**config.mk**
```make
export PLATFORM = sky130hd
export DESIGN_NAME = wfe_reg_bank
export DESIGN_NICKNAME = d
export VERILOG_FILES = /design/src/rtl/wfe_pkg.sv /design/src/rtl/wfe_error_tally.sv /design/src/rtl/wfe_reg_bank.sv
export SDC_FILE = /design/constraint.sdc
export NUM_CORES = 1
export LEC_CHECK = 0
export BUFFER_PORTS_ARGS = -buffer_cell sky130_fd_sc_hd__buf_4
export CORE_UTILIZATION = 30
export DETAILED_ROUTE_END_ITERATION = 8
export GPL_TIMING_DRIVEN = 0
export HOLD_SLACK_MARGIN = 0.05
export SYNTH_ARGS = -nofsm -noshare
export SYNTH_HDL_FRONTEND = slang
export SYNTH_SLANG_ARGS = --single-unit
```
**constraint.sdc**
```tcl
create_clock -name clk -period 2.6 [get_ports clk]
set_clock_uncertainty 0.15 [all_clocks]
set_input_delay 0.65 -clock clk [delete_from_list [all_inputs] [get_ports clk]]
set_output_delay 0.65 -clock clk [all_outputs]
set_load 0.1 [all_outputs]
```
**src/rtl/wfe_pkg.sv**
```systemverilog
/*
  holds the register map, field positions and reset values shared by the
  wake frame-error and interrupt summary register bank.
  assumes an 8-bit register address space reached over a decoded
  byte-wide register port from the configuration serial interface.
*/
package wfe_pkg;

  // ----------------------------------------------------------------------
  // register widths
  // ----------------------------------------------------------------------
  localparam int unsigned ADDR_W = 8;  // register address width
  localparam int unsigned DATA_W = 8;  // register data width

  // ----------------------------------------------------------------------
  // register offsets
  // ----------------------------------------------------------------------
  localparam logic [7:0] ADDR_FRAME_ERROR_THRESHOLD = 8'h46;
  localparam logic [7:0] ADDR_WAKE_CONFIG_DONE_AND_SYNC = 8'h47;
  localparam logic [7:0] ADDR_WAKE_CONFIG_RESERVED_LO = 8'h48;
  localparam logic [7:0] ADDR_WAKE_CONFIG_RESERVED_HI = 8'h4F;
  localparam logic [7:0] ADDR_GLOBAL_INTERRUPT_SUMMARY = 8'h50;
  localparam logic [7:0] ADDR_FIRST_INTERRUPT = 8'h51;
  // wake configuration range whose writes drop the complete bit
  localparam logic [7:0] ADDR_WAKE_CFG_LO = 8'h30;
  localparam logic [7:0] ADDR_WAKE_CFG_HI = 8'h44;

  // ----------------------------------------------------------------------
  // reset values
  // ----------------------------------------------------------------------
  localparam logic [7:0] RST_ERROR_LIMIT = 8'h1F;
  localparam logic [7:0] RST_ZERO = 8'h00;

  // ----------------------------------------------------------------------
  // field positions
  // ----------------------------------------------------------------------
  localparam int unsigned BIT_SETUP_COMPLETE = 7;  // in 0x47
  localparam int unsigned BIT_FD_LOCKED = 6;       // in 0x47
  localparam int unsigned BIT_CLASSIC_LOCKED = 5;  // in 0x47
  localparam int unsigned BIT_ANY_PENDING = 7;     // in 0x50
  localparam int unsigned BIT_FIRST_GROUP = 6;     // in 0x50
  localparam int unsigned BIT_SECOND_GROUP = 5;    // in 0x50
  localparam int unsigned BIT_THIRD_GROUP = 4;     // in 0x50
  localparam int unsigned BIT_BUS_FAULT_GROUP = 3; // in 0x50
  localparam int unsigned BIT_COUNTER_OVERFLOW = 3; // in 0x51
  localparam int unsigned BIT_WAKE_ERROR = 6;      // in third group

endpackage

```
**src/rtl/wfe_error_tally.sv**
```systemverilog
/*
  holds the frame error up/down counter with overflow detection.
  assumes error, good-frame and clear strobes are one-cycle pulses
  synchronous to clk, and that the limit is stable while counting.
*/
module wfe_error_tally #(
  parameter int unsigned WIDTH = 8  // counter width
) (
  // clock and reset
  input  wire logic clk,
  input  wire logic sys_rst,
  // frame events
  input  wire logic frame_error,     // stuff, crc or crc delimiter error
  input  wire logic frame_ok,        // correctly received frame
  input  wire logic frame_is_fd,     // frame was classified as fd
  input  wire logic fd_frames_ignored, // fd passive mode
  input  wire logic clear,           // restart count from zero
  input  wire logic [WIDTH-1:0] error_limit,
  // results
  output logic [WIDTH-1:0] frame_error_tally,
  output logic overflow_pulse        // one cycle per overflow
);

  // ----------------------------------------------------------------------
  // next-state computation
  // ----------------------------------------------------------------------
  logic [WIDTH-1:0] next_frame_error_tally; // next count
  logic next_overflow_pulse;                // next overflow strobe
  logic counts;                             // frame counts at all

  // up on error, down on good frame, fd frames skipped when passive
  always_comb begin
    counts = !(fd_frames_ignored && frame_is_fd);
    next_frame_error_tally = frame_error_tally;
    next_overflow_pulse = 1'b0;
    if (clear) begin
      // detection enabled or bus silence seen
      next_frame_error_tally = '0;
    end else if (counts && frame_error) begin
      if (frame_error_tally == error_limit) begin
        // one past the limit wraps and flags overflow
        next_frame_error_tally = '0;
        next_overflow_pulse = 1'b1;
      end else begin
        next_frame_error_tally =
          frame_error_tally + WIDTH'(1'b1);
      end
    end else if (counts && frame_ok && (frame_error_tally != '0)) begin
      next_frame_error_tally = frame_error_tally - WIDTH'(1'b1);
    end
  end

  // ----------------------------------------------------------------------
  // registers
  // ----------------------------------------------------------------------
  // plain state update
  always_ff @(posedge clk) begin
    if (sys_rst) begin
      frame_error_tally <= '0;
      overflow_pulse <= 1'b0;
    end else begin
      frame_error_tally <= next_frame_error_tally;
      overflow_pulse <= next_overflow_pulse;
    end
  end

endmodule

```
**src/rtl/wfe_reg_bank.sv**
```systemverilog
/*
  holds the selective-wake frame-error threshold, the wake configuration
  complete and decode lock flags, the reserved block and the global
  interrupt summary, plus the counter overflow flag of the first group.
  assumes a decoded byte-wide register port, one access per cycle, and a
  frame decoder that gives one-cycle event pulses synchronous to clk.
*/


module wfe_reg_bank #(
  parameter int unsigned LIMIT_W = 8  // frame error counter width
) (
  // clock and reset
  input  wire logic clk,
  input  wire logic sys_rst,

  // register port
  input  wire logic reg_wr,                 // write strobe
  input  wire logic reg_rd,                 // read strobe
  input  wire logic [7:0] reg_addr,         // register address
  input  wire logic [7:0] reg_wdata,        // write data
  output logic [7:0] reg_rdata,             // read data, valid after rd

  // frame decoder events
  input  wire logic frame_detect_enable,    // frame detection on
  input  wire logic silence_detected,       // bus silence timeout pulse
  input  wire logic frame_done,             // end of received frame
  input  wire logic frame_is_fd,            // that frame was fd
  input  wire logic frame_error,            // error frame pulse
  input  wire logic frame_ok,               // good frame pulse
  input  wire logic classic_decode_ok,      // decoder status classic
  input  wire logic fd_decode_ok,           // decoder status fd

  // configuration from other wake registers
  input  wire logic wake_filter_enable,     // software asks for wake
  input  wire logic fd_frames_ignored,      // fd passive mode

  // other interrupt flags of the device
  input  wire logic [7:0] first_group_flags,  // group one, bit 3 unused
  input  wire logic [7:0] second_group_flags, // group two
  input  wire logic [7:0] third_group_flags,  // group three, bit 6 unused
  input  wire logic [7:0] bus_fault_group_flags, // bus fault group

  // status toward the rest of the device
  output logic [LIMIT_W-1:0] frame_error_tally, // live counter
  output logic error_counter_overflow,      // latched overflow flag
  output logic wake_setup_complete,         // configuration complete
  output logic fd_decode_locked,            // fd decode in sync
  output logic classic_decode_locked,       // classic decode in sync
  output logic wake_error_status,           // wake error condition
  output logic wake_filter_active,          // wake allowed and asked
  output logic any_interrupt_pending,       // or of every flag
  output logic bus_fault_group_pending      // or of bus fault group
);

  // ----------------------------------------------------------------------
  // write decode
  // ----------------------------------------------------------------------
  logic wr_limit;      // write to threshold
  logic wr_cfg4;       // write to complete/lock register
  logic wr_first_int;  // write to first interrupt group
  logic wr_wake_cfg;   // write to 0x30-0x44 or to the threshold

  // address decode for writes
  always_comb begin
    // one access per cycle
    wr_limit = reg_wr && (reg_addr == wfe_pkg::ADDR_FRAME_ERROR_THRESHOLD);
    wr_cfg4 = reg_wr &&
              (reg_addr == wfe_pkg::ADDR_WAKE_CONFIG_DONE_AND_SYNC);
    wr_first_int = reg_wr && (reg_addr == wfe_pkg::ADDR_FIRST_INTERRUPT);
    // range and threshold writes both count as wake setup
    wr_wake_cfg = reg_wr &&
                  (((reg_addr >= wfe_pkg::ADDR_WAKE_CFG_LO) &&
                    (reg_addr <= wfe_pkg::ADDR_WAKE_CFG_HI)) ||
                   (reg_addr == wfe_pkg::ADDR_FRAME_ERROR_THRESHOLD));
  end

  // ----------------------------------------------------------------------
  // frame error counter
  // ----------------------------------------------------------------------
  logic [LIMIT_W-1:0] error_limit;   // threshold register
  logic detect_enable_d;             // detection enable last cycle
  logic tally_clear;                 // restart the counter
  logic overflow_pulse;              // counter went past the limit

  // restart on the enabling edge or on silence
  always_comb begin
    tally_clear = (frame_detect_enable && !detect_enable_d) ||
                  silence_detected;
  end

  // up/down count with overflow
  wfe_error_tally #(
    .WIDTH(LIMIT_W)
  ) u_tally (
    .clk(clk),
    .sys_rst(sys_rst),
    .frame_error(frame_error),
    .frame_ok(frame_ok),
    .frame_is_fd(frame_is_fd),
    .fd_frames_ignored(fd_frames_ignored),
    .clear(tally_clear),
    .error_limit(error_limit),
    .frame_error_tally(frame_error_tally),
    .overflow_pulse(overflow_pulse)
  );

  // ----------------------------------------------------------------------
  // configuration and flag state
  // ----------------------------------------------------------------------
  // next values of the flags
  logic [LIMIT_W-1:0] next_error_limit;
  logic next_error_counter_overflow;
  logic next_wake_setup_complete;
  logic next_fd_decode_locked;
  logic next_classic_decode_locked;

  // software writes, hardware sets and clears
  always_comb begin
    next_error_limit = error_limit;
    next_error_counter_overflow = error_counter_overflow;
    next_wake_setup_complete = wake_setup_complete;
    next_fd_decode_locked = fd_decode_locked;
    next_classic_decode_locked = classic_decode_locked;

    // threshold is plain read/write
    if (wr_limit) begin
      next_error_limit = reg_wdata[LIMIT_W-1:0];
    end

    // complete bit: software write, dropped by wake setup writes
    if (wr_cfg4) begin
      next_wake_setup_complete =
        reg_wdata[wfe_pkg::BIT_SETUP_COMPLETE];
    end else if (wr_wake_cfg) begin
      next_wake_setup_complete = 1'b0;
    end

    // overflow flag: write one clears, a new overflow wins
    if (wr_first_int && reg_wdata[wfe_pkg::BIT_COUNTER_OVERFLOW]) begin
      next_error_counter_overflow = 1'b0;
    end
    if (overflow_pulse) begin
      next_error_counter_overflow = 1'b1;
    end

    // lock flags follow each frame, drop when detection is off
    if (!frame_detect_enable) begin
      next_fd_decode_locked = 1'b0;
      next_classic_decode_locked = 1'b0;
    end else if (frame_done) begin
      // fd flag wants a clean fd frame
      next_fd_decode_locked = frame_is_fd && fd_decode_ok;
      next_classic_decode_locked = classic_decode_ok;
    end
  end

  // register the configuration and flags
  always_ff @(posedge clk) begin
    if (sys_rst) begin
      error_limit <= wfe_pkg::RST_ERROR_LIMIT[LIMIT_W-1:0];
      error_counter_overflow <= 1'b0;
      wake_setup_complete <= 1'b0;
      fd_decode_locked <= 1'b0;
      classic_decode_locked <= 1'b0;
      detect_enable_d <= 1'b0;
    end else begin
      error_limit <= next_error_limit;
      error_counter_overflow <= next_error_counter_overflow;
      wake_setup_complete <= next_wake_setup_complete;
      fd_decode_locked <= next_fd_decode_locked;
      classic_decode_locked <= next_classic_decode_locked;
      // enable as seen last cycle
      detect_enable_d <= frame_detect_enable;
    end
  end

  // ----------------------------------------------------------------------
  // wake error and interrupt summary
  // ----------------------------------------------------------------------
  logic wake_err_now;          // live wake error condition
  logic [7:0] first_live;      // group one with own overflow bit
  logic [7:0] third_live;      // group three with own wake error bit
  logic [7:0] summary_live;    // summary register as read now
  // next values of the outputs
  logic next_wake_error_status;
  logic next_wake_filter_active;
  logic next_any_interrupt_pending;
  logic next_bus_fault_group_pending;

  // live or-terms from the current flag values
  always_comb begin
    wake_err_now = (wake_filter_enable && !wake_setup_complete) ||
                   error_counter_overflow;
    // own bits replace unused inputs
    first_live = first_group_flags;
    first_live[wfe_pkg::BIT_COUNTER_OVERFLOW] =
      error_counter_overflow;
    third_live = third_group_flags;
    third_live[wfe_pkg::BIT_WAKE_ERROR] = wake_err_now;

    // summary image, bits 2..0 stay zero
    summary_live = wfe_pkg::RST_ZERO;
    summary_live[wfe_pkg::BIT_FIRST_GROUP] = |first_live;
    summary_live[wfe_pkg::BIT_SECOND_GROUP] =
      |second_group_flags;
    summary_live[wfe_pkg::BIT_THIRD_GROUP] = |third_live;
    summary_live[wfe_pkg::BIT_BUS_FAULT_GROUP] =
      |bus_fault_group_flags;
    summary_live[wfe_pkg::BIT_ANY_PENDING] =
      |{first_live, second_group_flags, third_live,
        bus_fault_group_flags};

    // registered copies lag by a cycle
    next_wake_error_status = wake_err_now;
    // selective wake stays off while the error stands
    next_wake_filter_active = wake_filter_enable &&
                              !wake_err_now;
    next_any_interrupt_pending = summary_live[wfe_pkg::BIT_ANY_PENDING];
    next_bus_fault_group_pending =
      summary_live[wfe_pkg::BIT_BUS_FAULT_GROUP];
  end

  // register status outputs
  always_ff @(posedge clk) begin
    if (sys_rst) begin
      wake_error_status <= 1'b0;
      wake_filter_active <= 1'b0;
      any_interrupt_pending <= 1'b0;
      bus_fault_group_pending <= 1'b0;
    end else begin
      wake_error_status <= next_wake_error_status;
      wake_filter_active <= next_wake_filter_active;
      any_interrupt_pending <= next_any_interrupt_pending;
      bus_fault_group_pending <= next_bus_fault_group_pending;
    end
  end

  // ----------------------------------------------------------------------
  // read path
  // ----------------------------------------------------------------------
  logic [7:0] next_reg_rdata;  // data captured on a read
  logic [7:0] cfg4_view;       // complete and lock register image

  // select the addressed register; unmapped reads give zero
  always_comb begin
    // complete and lock image
    cfg4_view = wfe_pkg::RST_ZERO;
    cfg4_view[wfe_pkg::BIT_SETUP_COMPLETE] = wake_setup_complete;
    cfg4_view[wfe_pkg::BIT_FD_LOCKED] = fd_decode_locked;
    cfg4_view[wfe_pkg::BIT_CLASSIC_LOCKED] = classic_decode_locked;

    // hold the last value between reads
    next_reg_rdata = reg_rdata;
    if (reg_rd) begin
      next_reg_rdata = wfe_pkg::RST_ZERO;
      if (reg_addr == wfe_pkg::ADDR_FRAME_ERROR_THRESHOLD) begin
        next_reg_rdata[LIMIT_W-1:0] = error_limit;
      end else if (reg_addr ==
                   wfe_pkg::ADDR_WAKE_CONFIG_DONE_AND_SYNC) begin
        next_reg_rdata = cfg4_view;
      end else if ((reg_addr >= wfe_pkg::ADDR_WAKE_CONFIG_RESERVED_LO) &&
                   (reg_addr <= wfe_pkg::ADDR_WAKE_CONFIG_RESERVED_HI)) begin
        next_reg_rdata = wfe_pkg::RST_ZERO;
      end else if (reg_addr ==
                   wfe_pkg::ADDR_GLOBAL_INTERRUPT_SUMMARY) begin
        next_reg_rdata = summary_live;
      end else if (reg_addr == wfe_pkg::ADDR_FIRST_INTERRUPT) begin
        next_reg_rdata = first_live;
      end else begin
        next_reg_rdata = wfe_pkg::RST_ZERO;
      end
    end
  end

  // read data holds until the next read
  always_ff @(posedge clk) begin
    if (sys_rst) begin
      reg_rdata <= wfe_pkg::RST_ZERO;
    end else begin
      reg_rdata <= next_reg_rdata;
    end
  end

endmodule

```
==> flow_summary.toml, run 1 <==
[clocking]
cts_tree = "built"
cts.clk_slew.worst_paths_ps = 90
numClockSinks = 34
postCtsSetupBuffers = 0
cts_root_buffer = "clkbuf_8"
ctsHoldBuffers = 0
clock_path_buffers = 2
cts-htree-levels = 2
cts_buffers = 5
clk_latency_ps = 290
cts_resized = 0

[cells_and_area]
syn_to_final_growth_pct = 40.9
final_nets = 420
diodes = 0
final.fill_count = 707
final_core_util = 0.435
final_layout_size_suffix_gt1_frac = 0.292
multiInputGateArea_um2 = 1280
final_area_um2 = 2940
reg_top3 = "error_limit (8), reg_rdata (8), u_tally.frame_error_tally (8)"
seqCellArea_um2 = 681

[min_path]
hold_end = "reg_rdata[2]"
hold_path_class = "register to register"
whs_path_depth = 2
hp-start = "reg_rdata[2]"

[synth]
synth_common_cells = "dfxtp_1, nand2_1, nand3_1"
yosysSeqAreaShare = 0.327
avgSynthCellArea_um2 = 7.84
ys_ff_latch = 34
synthCells = 266
yosysWarnings = 0
ys.flop_type = "dfxtp_1"
yosysMostFrequentCell = "dfxtp_1"
synth-edff-count = 0
synth-async-reset-ratio = 0
yosysTopAreaCell = "dfxtp_1"
synth_top_area_frac = 0.327
syn_area_um2 = 2080
syn_nets = 331
synth_cell_types = 53
ys_top_cells_by_area = "dfxtp_1, nand3_1, nand2_1"

[placement]
portBuffers = 82
dp_hpwl_um = 4900
place_area_um2 = 2800
gp_routability_congestion = 0.854

[setup_path]
cp-start-kind = "register"
reg2reg_depth = 6
slowest_stage = "o21ai_0"
r2r_slack_ps = 180
max_stage_delay_ps = 740
r2r_start = "u_tally.frame_error_tally[7]"
path_cells = "clkbuf_1, xnor2_1, nand4_1, o21ai_0, o2bb2ai_1, o211a_1"
end_kind = "register"
arrival_ps = 2460
path_max_fanout = 6
critPathRequiredTime_ps = 2650
crit_buf_inv = 1
critical_path.top_delay_family = "compound AO/OA/AOI/OAI gates"
path_class = "register to register"
r2r_end = "u_tally.frame_error_tally[2]"

[sta]
relSlewSlack = 0.438
fmax_ghz = 0.414
finalCritPeriodShare = 0.930
maxSlewViolCount = 0
worst-slew-pin-transition_ps = 834
holdWs_ps = 327
hold_viol_final = 0
rsz0062_at_grt = "no"
min_period_ps = 2420
setup-tns-final_ps = 0
setup_viol = 0

[route]
wl_met2_um = 2860
wl_met1_um = 2940
drt_pass1_iterations = 7
top_layer_used = "met4"
ant_nets = 0
dr_wl_met3_um = 368
drcViolationCount = 0
drt_wl_total_um = 6250
viasPerCell = 5.34
drt_iter0_drc = 86
vias = 2327
wl_per_cell_um = 14.3

[grt]
grt_max_degree = 13
grt_pass1_vias = 2184
grt_util_all_layers = 0.178
grt_pass1_wl_um = 10300
antenna_found_initial = 0
overflow = 0

[floorplan]
core_area_um2 = 6760
dieArea_um2 = 7290
initial_core_util = 0.309
die_w_um = 85.4
placement_rows = 30
ioPinCount = 86
die_h_um = 85.4

[pwr]
ir_drop_mv = 0.196
cellPowerDensity_nw_per_um2 = 475
p_leak_nw = 1.21

[status]
outcome = "finished, final reports clean"

[run]
maxCapViolations = 0
per-stage QoR:
stage	setup WS, ps	instances	power, mW
floorplan	6.88	266	0.692
global placement	175	428	0.805
detailed placement	159	428	0.806
CTS	265	436	1.40
global route	101	436	1.45
finish	183	436	1.40
area by class of cell:
cell class	count	share of cell area
Buffer	17	0.0268
Clock buffer	5	0.0234
Clock inverter	3	0.0234
Inverter	11	0.0141
Multi-Input combinational cell	204	0.437
Sequential cell	34	0.232
Tap cell	80	0.0341
Timing Repair Buffer	82	0.210
worst min-delay path, stage by stage, from the launching register on:
cell and delay [ps]:
dfxtp_1 310, nand2b_1 60, a21oi_1 60
layout by cell type, fill, tap and decap left out, types with 9 or more instances in the layout:
master	Yosys	layout
buf_4	0	82
nand3_1	24	24
xnor2_1	10	10
clkbuf_1	9	9
nand2_1	26	26
a21oi_1	19	19
nand2b_1	10	10
dfxtp_1	34	34
nor2_1	20	20
inv_1	11	11
nand3b_1	9	9
o21ai_0	11	11
report_power, final:
group | leakage (nW) | switching, mW | internal (mW)
sequential | 0.276 | 0.00605 | 0.530
clock | 0.0683 | 0.218 | 0.384
combinational | 0.862 | 0.151 | 0.108
total | 1.21 | 0.375 | 1.02
metal layers:
layer / global-route usage / vias up
met5: 0 / -
li1: - / 1145
met3: 0.0311 / 7
met2: 0.306 / 92
met1: 0.229 / 1083
met4: 0.0485 / 0
cells by family after synthesis:
kind of cell,count (synthesis),share of synthesized area
and+or+nand+nor,125,0.332
DFF,34,0.327
xor gates and xnor gates,12,0.0504
muxes,5,0.0240
adders and majority gates,3,0.0180
AOI/OAI and AO/OA,59,0.191
buffers and inverters,28,0.0576
worst max path at each step:
| stage | start | endpoint | depth (start not counted) |
|---|---|---|---|
| floorplan | u_tally.frame_error_tally[0] | u_tally.frame_error_tally[1] | 8 |
| global placement | frame_is_fd | u_tally.frame_error_tally[2] | 7 |
| detailed placement | frame_is_fd | u_tally.frame_error_tally[2] | 7 |
| CTS | u_tally.frame_error_tally[7] | u_tally.frame_error_tally[2] | 6 |
| global route | u_tally.frame_error_tally[7] | u_tally.frame_error_tally[2] | 6 |
| finish | u_tally.frame_error_tally[7] | u_tally.frame_error_tally[2] | 6 |
Power figures use the tool's default switching activity.
==> run 2: changes to the inputs <==
--- a/config.mk
+++ b/config.mk
@@ -6,10 +6,13 @@
 export NUM_CORES = 1
 export LEC_CHECK = 0
 export BUFFER_PORTS_ARGS = -buffer_cell sky130_fd_sc_hd__buf_4
+export CELL_PAD_IN_SITES_DETAIL_PLACEMENT = 1
+export CELL_PAD_IN_SITES_GLOBAL_PLACEMENT = 1
 export CORE_UTILIZATION = 30
 export DETAILED_ROUTE_END_ITERATION = 8
 export GPL_TIMING_DRIVEN = 0
 export HOLD_SLACK_MARGIN = 0.05
+export PLACE_DENSITY_LB_ADDON = 0.1
 export SYNTH_ARGS = -nofsm -noshare
 export SYNTH_HDL_FRONTEND = slang
 export SYNTH_SLANG_ARGS = --single-unit
==> flow_summary.toml, run 2 (same netlist as run 1, synthesis figures left out) <==
[floorplan]
die_w_um = 85.4
ioPinCount = 86
placement_rows = 30
dieArea_um2 = 7290
initial_core_util = 0.309
core_area_um2 = 6760
die_h_um = 85.4

[cells_and_area]
final_nets = 420
reg_top3 = "error_limit (8), reg_rdata (8), u_tally.frame_error_tally (8)"
syn_to_final_growth_pct = 39.6
final_core_util = 0.431
mostFrequentLayoutCell = "buf_4"
mostFrequentLayoutCells = "buf_4, dfxtp_1, nand2_1, nand3_1, nor2_1"
final_layout_size_suffix_gt1_frac = 0.289
final.fill_count = 865
diodes = 0

[route]
viasPerCell = 5.31
drt_iter0_drc = 67
drcViolationCount = 0
wl_per_cell_um = 15.8
ant_nets = 0
drt_wl_total_um = 6870
vias = 2316
drt_pass1_iterations = 4

[min_path]
hp-start = "u_tally.overflow_pulse"
hold_path_class = "register to register"

[sta]
setup-tns-final_ps = 0
fmax_ghz = 0.430
hold_viol_final = 0
min_period_ps = 2330
fin_ws_ps = 272
worst-slew-pin-transition_ps = 762
rsz0062_at_grt = "no"
finalCritPeriodShare = 0.895
setup_viol = 0
maxSlewViolCount = 0
relSlewSlack = 0.486

[placement]
dp_hpwl_um = 5430
portBuffers = 82
gp_routability_congestion = 0.826
preCtsSetupSlack_ps = 118

[clocking]
cts.clk_slew.worst_paths_ps = 80
cts_root_buffer = "clkbuf_8"
cts_resized = 0
numClockSinks = 34
cts_buffers = 5
cts_tree = "built"
cts-htree-levels = 2
clock_path_buffers = 2
clk_latency_ps = 290
postCtsSetupBuffers = 0
ctsHoldBuffers = 0

[setup_path]
critPathLaunch = "u_tally.frame_error_tally[7]"
critPathRequiredTime_ps = 2640
cp-start-kind = "register"
path_cells = "clkbuf_1, xnor2_1, nand4_1, o21ai_0, o2bb2ai_1, o211a_1"
path_class = "register to register"
slowest_stage = "o21ai_0"
crit_buf_inv = 1
critical_path.top_delay_family = "compound AO/OA/AOI/OAI gates"
path_max_fanout = 6
r2r_start = "u_tally.frame_error_tally[7]"
max_stage_delay_ps = 680
arrival_ps = 2370
end_kind = "register"

[grt]
grt_pass1_wl_um = 11400
overflow = 0
grt_util_all_layers = 0.200
grt_pass1_vias = 2324
antenna_found_initial = 0
grt_max_degree = 12

[status]
outcome = "finished, final reports clean"

[pwr]
p_leak_nw = 1.19
finalPower_mw = 1.30
ir_drop_mv = 0.162
cellPowerDensity_nw_per_um2 = 447

[run]
maxCapViolations = 0
## run 2: tightest hold or removal path, cell delays in order, from the launching register on
cell	delay, ps
dfxtp_1	320
a21oi_1	40
nor2_1	70
## run 2: area by class of cell
type	instances	area [µm²]	share of cell area
inverters	11	41.3	0.0142
repair buffers	82	616	0.212
clock inverters	2	37.5	0.0129
plain buffers	17	78.8	0.0271
multi-input cells	204	1280	0.441
well taps	80	100	0.0344
clock buffers	6	72.6	0.0249
flip-flops and latches	34	681	0.234
## run 2: power by group
group	internal [mW]	leakage [nW]	switching, mW
clock	0.286	0.0514	0.216
sequential	0.530	0.276	0.00656
combinational	0.108	0.862	0.154
total	0.924	1.19	0.376
## run 2: metrics by stage
step,std cells,hold slack (ps),cell area (µm²)
2_1_floorplan,266,263,2080
3_3_place_gp,428,283,2800
3_5_place_dp,428,297,2800
4_1_cts,436,316,2910
5_1_grt,436,351,2910
6_report,436,306,2910
## run 2: worst paths after layout
| kind | end | slack, ps | cells past startpoint |
|---|---|---|---|
| setup / recovery | u_tally.frame_error_tally[2] | 270 | 6 |
| hold / removal | error_counter_overflow | 310 | 2 |
| setup reg to reg | u_tally.frame_error_tally[2] | 270 | 6 |
| hold reg to reg | error_counter_overflow | 310 | 2 |
## run 2: layer usage
metal	global-route usage	share of wire	routed length (µm)
met5	0	0	0
met3	0.0418	0.054	371
met1	0.283	0.50	3430
met4	0.0545	0.013	87
met2	0.308	0.43	2980
